`config.mk`:
```
export PLATFORM = sky130hd
export DESIGN_NAME = pfm_pin_mux
export DESIGN_NICKNAME = d
export VERILOG_FILES = /design/src/include/pfm_pkg.sv /design/src/verilog/pfm_pin_mux.sv
export SDC_FILE = /design/constraint.sdc
export NUM_CORES = 1
export LEC_CHECK = 0
export BUFFER_PORTS_ARGS = -buffer_cell sky130_fd_sc_hd__buf_4
export CORE_MARGIN = 3
export CORE_UTILIZATION = 30
export CTS_CLUSTER_SIZE = 16
export DETAILED_ROUTE_END_ITERATION = 8
export SETUP_SLACK_MARGIN = 0.05
export SYNTH_ARGS = -nofsm -noshare
export SYNTH_HDL_FRONTEND = slang
export SYNTH_SLANG_ARGS = --single-unit
export TNS_END_PERCENT = 10
```
`constraint.sdc`:
```
create_clock -name sys_clk -period 2.1 [get_ports sys_clk]
set_input_delay 0.105 -clock sys_clk [delete_from_list [all_inputs] [get_ports sys_clk]]
set_output_delay 0.105 -clock sys_clk [all_outputs]
set_load 0.1 [all_outputs]
```
`src/include/pfm_pkg.sv`:
```
// pin function and mode select: constants, field layouts and carrier types
// assumes a 12-bit APB byte address window; upper address bits are decoded elsewhere
package pfm_pkg;

	// ------------------------------------------------------------------
	// bus and register map
	// ------------------------------------------------------------------
	localparam int          PFM_AW        = 12;
	localparam int          PFM_DW        = 32;
	localparam int          PFM_NPIN      = 3;
	localparam int          PFM_FIRST_PIN = 4;
	// printed offsets are not all word aligned, so each is a register index
	// and the byte address is four times its low ten bits
	localparam logic [31:0] PFM_IDX_PIN4  = 32'h5000300E;
	localparam logic [31:0] PFM_IDX_PIN5  = 32'h50003010;
	localparam logic [31:0] PFM_IDX_PIN6  = 32'h50003012;
	localparam int          PFM_IDX_BITS  = 10;

	// ------------------------------------------------------------------
	// mode register fields
	// ------------------------------------------------------------------
	localparam int         PFM_PULL_LSB   = 8;
	localparam int         PFM_PULL_MSB   = 9;
	localparam int         PFM_FUNC_LSB   = 0;
	localparam int         PFM_FUNC_MSB   = 4;
	localparam logic [1:0] PFM_PULL_NONE  = 2'h0;
	localparam logic [1:0] PFM_PULL_UP    = 2'h1;
	localparam logic [1:0] PFM_PULL_DOWN  = 2'h2;
	localparam logic [1:0] PFM_PULL_OUT   = 2'h3;
	localparam logic [1:0] PFM_PULL_RST   = 2'h2;
	localparam logic [4:0] PFM_FUNC_RST   = 5'h00;
	// analog connection is only possible on pins 3 down to 0 of the port
	localparam int         PFM_ANALOG_MAX_PIN = 3;
	localparam int         PFM_DIAG_MAX_PIN   = 7;

	// ------------------------------------------------------------------
	// function select codes
	// ------------------------------------------------------------------
	localparam logic [4:0] PFM_F_GPIO      = 5'h00;
	localparam logic [4:0] PFM_F_U1_RX     = 5'h01;
	localparam logic [4:0] PFM_F_U1_TX     = 5'h02;
	localparam logic [4:0] PFM_F_U2_RX     = 5'h03;
	localparam logic [4:0] PFM_F_U2_TX     = 5'h04;
	localparam logic [4:0] PFM_F_SP_DI     = 5'h05;
	localparam logic [4:0] PFM_F_SP_DO     = 5'h06;
	localparam logic [4:0] PFM_F_SP_CLK    = 5'h07;
	localparam logic [4:0] PFM_F_SP_EN     = 5'h08;
	localparam logic [4:0] PFM_F_I2C_CLK   = 5'h09;
	localparam logic [4:0] PFM_F_I2C_DAT   = 5'h0A;
	localparam logic [4:0] PFM_F_IR1_RX    = 5'h0B;
	localparam logic [4:0] PFM_F_IR1_TX    = 5'h0C;
	localparam logic [4:0] PFM_F_IR2_TX    = 5'h0D;
	localparam logic [4:0] PFM_F_ANALOG    = 5'h0F;
	localparam logic [4:0] PFM_F_PULSE0    = 5'h10;
	localparam logic [4:0] PFM_F_PULSE1    = 5'h11;
	localparam logic [4:0] PFM_F_DIAG      = 5'h12;
	localparam logic [4:0] PFM_F_U1_CTS    = 5'h13;
	localparam logic [4:0] PFM_F_U1_RTS    = 5'h14;
	localparam logic [4:0] PFM_F_U2_CTS    = 5'h15;
	localparam logic [4:0] PFM_F_U2_RTS    = 5'h16;
	localparam logic [4:0] PFM_F_PULSE2    = 5'h17;
	localparam logic [4:0] PFM_F_PULSE3    = 5'h18;
	localparam logic [4:0] PFM_F_PULSE4    = 5'h19;

	// input functions, in bit order of the resolved-input vectors
	localparam int         PFM_NIN = 8;
	localparam logic [4:0] PFM_IN_CODE [PFM_NIN] = '{
		PFM_F_U1_RX, PFM_F_U2_RX, PFM_F_SP_DI, PFM_F_I2C_CLK,
		PFM_F_I2C_DAT, PFM_F_IR1_RX, PFM_F_U1_CTS, PFM_F_U2_CTS};

	// ------------------------------------------------------------------
	// carrier types
	// ------------------------------------------------------------------
	typedef struct packed {
		logic [1:0] pull_select;
		logic [4:0] function_select;
	} pfm_mode_t;

	// levels the peripherals want on a pin; i2c lines are pull-low requests
	typedef struct packed {
		logic first_uart_transmit;
		logic second_uart_transmit;
		logic serial_periph_data_out;
		logic serial_periph_clock;
		logic serial_periph_enable;
		logic i2c_clock_low;
		logic i2c_data_low;
		logic first_infrared_transmit;
		logic second_infrared_transmit;
		logic pulse_output_zero;
		logic pulse_output_one;
		logic pulse_output_two;
		logic pulse_output_three;
		logic pulse_output_four;
		logic radio_diagnostic;
		logic first_uart_request_to_send;
		logic second_uart_request_to_send;
	} pfm_periph_out_t;

	// resolved input functions with a claim flag each
	typedef struct packed {
		logic [PFM_NIN-1:0] hit;
		logic [PFM_NIN-1:0] val;
	} pfm_in_route_t;

endpackage

```
`src/verilog/pfm_pin_mux.sv`:
```
// pin function and mode select for port 0 pins 4 to 6, with APB register access
// assumes a zero-wait APB master, synchronous pad inputs, and a priority chain
// in which pins 0..3 feed in from above and pin 7 / port 1 sit below
`timescale 1ns/1ps

// Function
// - bits 9:8 set the pin as input without pull, with pull-up, with pull-down, or as an output.
// - with the analog converter function selected the pull field has no effect on the pin.
// - after reset the pull field holds 2, an input with pull-down.
// - function 0 is a plain port pin whose direction and pull come from the pull field.
// - functions 1 to 13 route the two UARTs, the serial peripheral, I2C and the IrDA lines.
// - function 15 connects the analog converter input, valid only on port 0 pins 3 to 0.
// - functions 16, 17 and 23 to 25 route pulse outputs zero to four.
// - function 18 drives the radio diagnostic signal, available on port 0 pins 7 to 0.
// - functions 19 to 22 carry the UART flow-control lines.
// - an input selected on several pins is taken from the lowest-index pin of a port.
// - a selecting pin on the first port beats any pin on the second port.
module pfm_pin_mux
	import pfm_pkg::*;
(
	// clock and reset
	input  wire logic                    sys_clk,
	input  wire logic                    arst_n,
	// apb slave
	input  wire logic                    psel,
	input  wire logic                    penable,
	input  wire logic                    pwrite,
	input  wire logic [PFM_AW-1:0]       paddr,
	input  wire logic [PFM_DW-1:0]       pwdata,
	input  wire logic [3:0]              pstrb,
	output logic      [PFM_DW-1:0]       prdata,
	output logic                         pready,
	output logic                         pslverr,
	// pads
	input  wire logic [PFM_NPIN-1:0]     pad_in,
	output logic      [PFM_NPIN-1:0]     pad_out,
	output logic      [PFM_NPIN-1:0]     pad_oe_n,
	output logic      [PFM_NPIN-1:0]     pull_up_en,
	output logic      [PFM_NPIN-1:0]     pull_down_en,
	// port data and peripheral drive
	input  wire logic [PFM_NPIN-1:0]     gpio_data_out,
	output logic      [PFM_NPIN-1:0]     gpio_data_in,
	input  wire pfm_periph_out_t         periph_out,
	// input routing chain
	input  wire pfm_in_route_t           route_in,
	output pfm_in_route_t                route_out
);

	// ------------------------------------------------------------------
	// state
	// ------------------------------------------------------------------
	typedef struct packed {
		pfm_mode_t [PFM_NPIN-1:0] mode;
		logic [PFM_DW-1:0]        rdata;
		logic                     ready;
		logic                     slverr;
		logic [PFM_NPIN-1:0]      pad_out;
		logic [PFM_NPIN-1:0]      pad_oe_n;
		logic [PFM_NPIN-1:0]      pull_up;
		logic [PFM_NPIN-1:0]      pull_down;
		logic [PFM_NPIN-1:0]      gpio_in;
		pfm_in_route_t            route;
	} pfm_state_t;

	pfm_state_t state_r;
	pfm_state_t state_nxt;

	// ------------------------------------------------------------------
	// helpers
	// ------------------------------------------------------------------
	function automatic logic [PFM_NPIN-1:0] addr_hit(input logic [PFM_AW-1:0] a);
		logic [PFM_NPIN-1:0] h;
		h    = '0;
		h[0] = (a[PFM_AW-1:2] == PFM_IDX_PIN4[PFM_IDX_BITS-1:0]);
		h[1] = (a[PFM_AW-1:2] == PFM_IDX_PIN5[PFM_IDX_BITS-1:0]);
		h[2] = (a[PFM_AW-1:2] == PFM_IDX_PIN6[PFM_IDX_BITS-1:0]);
		return h;
	endfunction

	// drive request for one pin: {enable, level}
	function automatic logic [1:0] periph_drive(input logic [4:0] f, input int pin);
		logic [1:0] d;
		d = 2'b00;
		unique case (f)
			PFM_F_U1_TX:   d = {1'b1, periph_out.first_uart_transmit};
			PFM_F_U2_TX:   d = {1'b1, periph_out.second_uart_transmit};
			PFM_F_SP_DO:   d = {1'b1, periph_out.serial_periph_data_out};
			PFM_F_SP_CLK:  d = {1'b1, periph_out.serial_periph_clock};
			PFM_F_SP_EN:   d = {1'b1, periph_out.serial_periph_enable};
			// open drain: drive low only while the controller pulls low
			PFM_F_I2C_CLK: d = {periph_out.i2c_clock_low, 1'b0};
			PFM_F_I2C_DAT: d = {periph_out.i2c_data_low, 1'b0};
			PFM_F_IR1_TX:  d = {1'b1, periph_out.first_infrared_transmit};
			PFM_F_IR2_TX:  d = {1'b1, periph_out.second_infrared_transmit};
			PFM_F_PULSE0:  d = {1'b1, periph_out.pulse_output_zero};
			PFM_F_PULSE1:  d = {1'b1, periph_out.pulse_output_one};
			PFM_F_PULSE2:  d = {1'b1, periph_out.pulse_output_two};
			PFM_F_PULSE3:  d = {1'b1, periph_out.pulse_output_three};
			PFM_F_PULSE4:  d = {1'b1, periph_out.pulse_output_four};
			PFM_F_DIAG: begin
				if (pin <= PFM_DIAG_MAX_PIN) begin
					d = {1'b1, periph_out.radio_diagnostic};
				end
			end
			PFM_F_U1_RTS:  d = {1'b1, periph_out.first_uart_request_to_send};
			PFM_F_U2_RTS:  d = {1'b1, periph_out.second_uart_request_to_send};
			default:       d = 2'b00;
		endcase
		return d;
	endfunction

	// ------------------------------------------------------------------
	// next state
	// ------------------------------------------------------------------
	always_comb begin
		logic [PFM_NPIN-1:0] hit;
		logic                setup;
		logic                wr_en;
		logic [4:0]          f;
		logic [1:0]          pl;
		logic [1:0]          drv;
		logic                found;
		logic                fval;
		hit       = addr_hit(paddr);
		setup     = psel && !penable;
		wr_en     = psel && penable && pwrite && state_r.ready && !state_r.slverr;
		f         = '0;
		pl        = '0;
		drv       = '0;
		found     = 1'b0;
		fval      = 1'b0;
		state_nxt = state_r;

		// bus: answer in the first access cycle; read data is captured in setup, write data in that access cycle
		state_nxt.ready  = setup;
		state_nxt.slverr = setup && (hit == '0);
		if (setup) begin
			state_nxt.rdata = '0;
			for (int p = 0; p < PFM_NPIN; p++) begin
				if (hit[p] && !pwrite) begin
					state_nxt.rdata[PFM_PULL_MSB:PFM_PULL_LSB] = state_r.mode[p].pull_select;
					state_nxt.rdata[PFM_FUNC_MSB:PFM_FUNC_LSB] = state_r.mode[p].function_select;
				end
			end
		end
		// reserved bits are not stored, so they read zero
		for (int p = 0; p < PFM_NPIN; p++) begin
			if (wr_en && hit[p]) begin
				if (pstrb[1]) begin
					state_nxt.mode[p].pull_select = pwdata[PFM_PULL_MSB:PFM_PULL_LSB];
				end
				if (pstrb[0]) begin
					state_nxt.mode[p].function_select = pwdata[PFM_FUNC_MSB:PFM_FUNC_LSB];
				end
			end
		end

		// pin drive and pulls
		for (int p = 0; p < PFM_NPIN; p++) begin
			f = state_r.mode[p].function_select;
			pl = state_r.mode[p].pull_select;
			state_nxt.pad_out[p]   = 1'b0;
			state_nxt.pad_oe_n[p]  = 1'b1;
			state_nxt.pull_up[p]   = (pl == PFM_PULL_UP);
			state_nxt.pull_down[p] = (pl == PFM_PULL_DOWN);
			if (f == PFM_F_GPIO) begin
				if (pl == PFM_PULL_OUT) begin
					state_nxt.pad_out[p]  = gpio_data_out[p];
					state_nxt.pad_oe_n[p] = 1'b0;
				end
			end else if (f == PFM_F_ANALOG) begin
				// pull field ignored; no analog path exists on pins above 3
				state_nxt.pull_up[p]   = 1'b0;
				state_nxt.pull_down[p] = 1'b0;
			end else begin
				drv = periph_drive(f, PFM_FIRST_PIN + p);
				if (drv[1]) begin
					state_nxt.pad_out[p]   = drv[0];
					state_nxt.pad_oe_n[p]  = 1'b0;
					state_nxt.pull_up[p]   = 1'b0;
					state_nxt.pull_down[p] = 1'b0;
				end
			end
			state_nxt.gpio_in[p] = pad_in[p];
		end

		// input routing: higher chain wins, then lowest pin here
		for (int k = 0; k < PFM_NIN; k++) begin
			found = 1'b0;
			fval  = 1'b0;
			for (int p = 0; p < PFM_NPIN; p++) begin
				if (!found && state_r.mode[p].function_select == PFM_IN_CODE[k]) begin
					found = 1'b1;
					fval  = pad_in[p];
				end
			end
			state_nxt.route.hit[k] = route_in.hit[k] | found;
			state_nxt.route.val[k] = route_in.hit[k] ? route_in.val[k] : fval;
		end
	end

	// ------------------------------------------------------------------
	// registers
	// ------------------------------------------------------------------
	always_ff @(posedge sys_clk or negedge arst_n) begin
		if (!arst_n) begin
			for (int p = 0; p < PFM_NPIN; p++) begin
				state_r.mode[p].pull_select     <= PFM_PULL_RST;
				state_r.mode[p].function_select <= PFM_FUNC_RST;
			end
			state_r.rdata     <= '0;
			state_r.ready     <= 1'b0;
			state_r.slverr    <= 1'b0;
			state_r.pad_out   <= '0;
			state_r.pad_oe_n  <= '1;
			state_r.pull_up   <= '0;
			state_r.pull_down <= '1;
			state_r.gpio_in   <= '0;
			state_r.route     <= '0;
		end else begin
			state_r <= state_nxt;
		end
	end

	// ------------------------------------------------------------------
	// outputs
	// ------------------------------------------------------------------
	assign prdata       = state_r.rdata;
	assign pready       = state_r.ready;
	assign pslverr      = state_r.slverr;
	assign pad_out      = state_r.pad_out;
	assign pad_oe_n     = state_r.pad_oe_n;
	assign pull_up_en   = state_r.pull_up;
	assign pull_down_en = state_r.pull_down;
	assign gpio_data_in = state_r.gpio_in;
	assign route_out    = state_r.route;

endmodule
```
==> out/results.ini <==
[detailed_routing]
drc_errors=0
wl_um=12700
num_vias=3621
via_per_inst=4.97
first_pass_iters=4
wl_per_cell_um=17.4
antenna_left=0
drt_iter0_drc=218

[synth]
ys_seq_area_frac=0.368
synthTopCellsByArea=dfrtp_1 (31%), buf_4 (11%), dfstp_2 (5.7%), mux2_2 (5.7%), mux2i_1 (3.8%)
syn_inst=466
synth_most_common_cell=buf_4
synth_ff_type=dfrtp_1
yosys.area.top_type=dfrtp_1
yosys-top-cells-count=buf_4 (63), dfrtp_1 (52), nor2_1 (42), nand2_1 (32), clkbuf_1 (24)
ys_ff_latch=61
yosys_warnings=0
yosysTopAreaCellShare=0.312
synth_edf_count=0
synth.cell_area_mm2=0.00418
syn_area_per_cell_um2=8.96
synthArstFlopShare=1.00
netlist-cell-type-count=57

[clock_tree]
clock_latency_ns=0.34
clk_pin_slew_worst_paths_ns=0.06
clockBufferDepth=2
htree_levels=3
post_cts.repair.setup_buffers=0
cts_sinks=61
cts_made_buffers=9
clk_root_buffer_cell=clkbuf_16
cts_tree=built

[timing]
finalClockSkew_ns=0.00721
layout_min_cycle_time_ns=1.86
max_freq_ghz=0.536
tightest_slew_ns=0.759
slew_viol_final=0
fin_tns_setup_ns=0
slew_headroom=0.494
rsz0062_at_grt=no
finalCritPeriodShare=0.888
finalSetupViolations=0
hold_viol=0

[hold_path]
min_path_type=in2reg
holdPathStages=2
hold_start=pwdata[8]
hold_end=state_r[70]

[critical_path]
rrSetupSlack_ns=0.24
reg2reg_to=pull_up_en[0]
critPathArrivalTime_ns=2.07
critPathMaxFanout=14
worst_r2r_path_depth=4
start_kind=flop
cp_data_required_time_ns=2.31
cp-end-kind=flop
critPathKind=reg2reg
r2r_start=state_r[65]

[place]
gp_congestion=0.920
portBuffers=102
dp_hpwl_um=9510
placed_area_mm2=0.00477

[flow_run]
maxCapViolCount=0

[grt]
grt-ovfl-total=0
grt_max_degree=62
grt_first_pass_wirelength_um=19300
track_usage=0.166
grt_antenna_before_repair=0
grt_pass1_vias=3615

[floorplanning]
num_rows=42
dieArea_mm2=0.0154
initial_core_util=0.310
die_w_um=124
pin_count=157
die-height_um=124
coreArea_mm2=0.0135

[power]
p_leak_nw=2.44
p_total_mw=3.48
power.density_mw_per_mm2=654
ir_drop_uv=370

[finish]
n_antenna_cell=0
area_growth_pct=27.5
drive_above_1_share=0.324
final_area_mm2=0.00533
num-nets-final=639
nFillCells=1362
final_util=0.396

[status]
status=finished clean

[layer usage]
metal,wire (µm),vias up,share of wire,track usage
met1,5380,1726,0.42,0.208
li1,-,1731,-,-
met5,0,-,0,0
met2,6070,140,0.48,0.282
met3,881,24,0.070,0.0322
met4,326,0,0.026,0.0630
[cells by family after synthesis]
| group | after synthesis | synth area share |
|---|---|---|
| buf+inv | 103 | 0.153 |
| compound gates | 91 | 0.143 |
| mux | 43 | 0.118 |
| other cells | 1 | 0.000898 |
| simple gates | 167 | 0.217 |
| flops | 61 | 0.368 |
[how the worst max path moves through the flow]
| stage | startpoint | end | cells past startpoint |
|---|---|---|---|
| 4_1_cts | state_r[73] | pad_out[1] | 5 |
| 5_1_grt | state_r[65] | pull_up_en[0] | 4 |
| 6_report | state_r[65] | pull_up_en[0] | 4 |
| 3_3_place_gp | state_r[73] | pad_out[1] | 5 |
| 2_1_floorplan | pslverr | state_r[72] | 4 |
| 3_5_place_dp | state_r[73] | pad_out[1] | 5 |
[layout by cell type (no fill, tap or decap), types with 5 or more instances in the layout]
cell | synthesis | final
a31oi_1 | 11 | 11
dfstp_2 | 9 | 9
o21ai_0 | 16 | 16
nand2_1 | 32 | 32
a21o_1 | 6 | 6
a21oi_1 | 20 | 20
nand2b_1 | 8 | 8
nor2_1 | 42 | 42
nor2b_1 | 13 | 13
dfrtp_1 | 52 | 50
and3b_1 | 5 | 5
clkbuf_16 | 0 | 9
mux2i_1 | 16 | 16
and3_1 | 5 | 5
o31ai_1 | 9 | 9
conb_1 | 1 | 25
inv_1 | 8 | 8
dlygate4sd3_1 | 0 | 22
nand3b_1 | 5 | 5
nand3_1 | 14 | 14
or3_1 | 6 | 6
mux2_2 | 21 | 21
buf_4 | 63 | 118
nor3_1 | 9 | 9
mux2_4 | 5 | 5
a211oi_1 | 6 | 6
[final cells by class]
class                      instances  area (µm²)  area share
timing repair buffer             140        1110       0.208
clock buffer                      11         253      0.0475
inverter                           9        33.8     0.00634
clock inverter                     5        81.3      0.0153
sequential                        61        1540       0.289
multi-input combinational        326        2090       0.393
tap                              176         220      0.0414
[worst max-delay path, cell delays in order (launching register included)]
cell	delay, ns
dfrtp_1	0.62
or3b_2	0.48
a21oi_1	0.15
o32ai_1	0.14
nor4b_1	0.36
[power by group]
part	switching, mW	leakage, nW	internal [mW]	total, mW
registers	0.00671	0.781	1.20	1.21
clock network	0.543	0.162	1.10	1.65
logic	0.475	1.50	0.156	0.631
total	1.02	2.44	2.46	3.48
[stage by stage]
step / setup WS [ns] / instances / hold WS, ns
finish: 0.236 / 728 / 0.0149
global route: 0.107 / 728 / 0.0219
CTS: 0.194 / 728 / 0.0117
detailed placement: 0.223 / 690 / 0.237
global placement: 0.200 / 690 / 0.224
floorplan: 0.0842 / 490 / -0.191
[repair_timing]
action                                 in CTS  in global routing
gates resized for setup                     0                  1
endpoints found under the hold margin      66                  0
hold buffers                               22                  0
setup endpoints to repair                   0                  1
[state kept, by name (all words and copies together) (netlist names)]
register	flops
state_r	21
pready	1
route_out	16
pslverr	1
pull_down_en	3
gpio_data_in	3
prdata	7
pad_out	3
pull_up_en	3
pad_oe_n	3
Note: power is estimated with default switching activity, not from simulation.
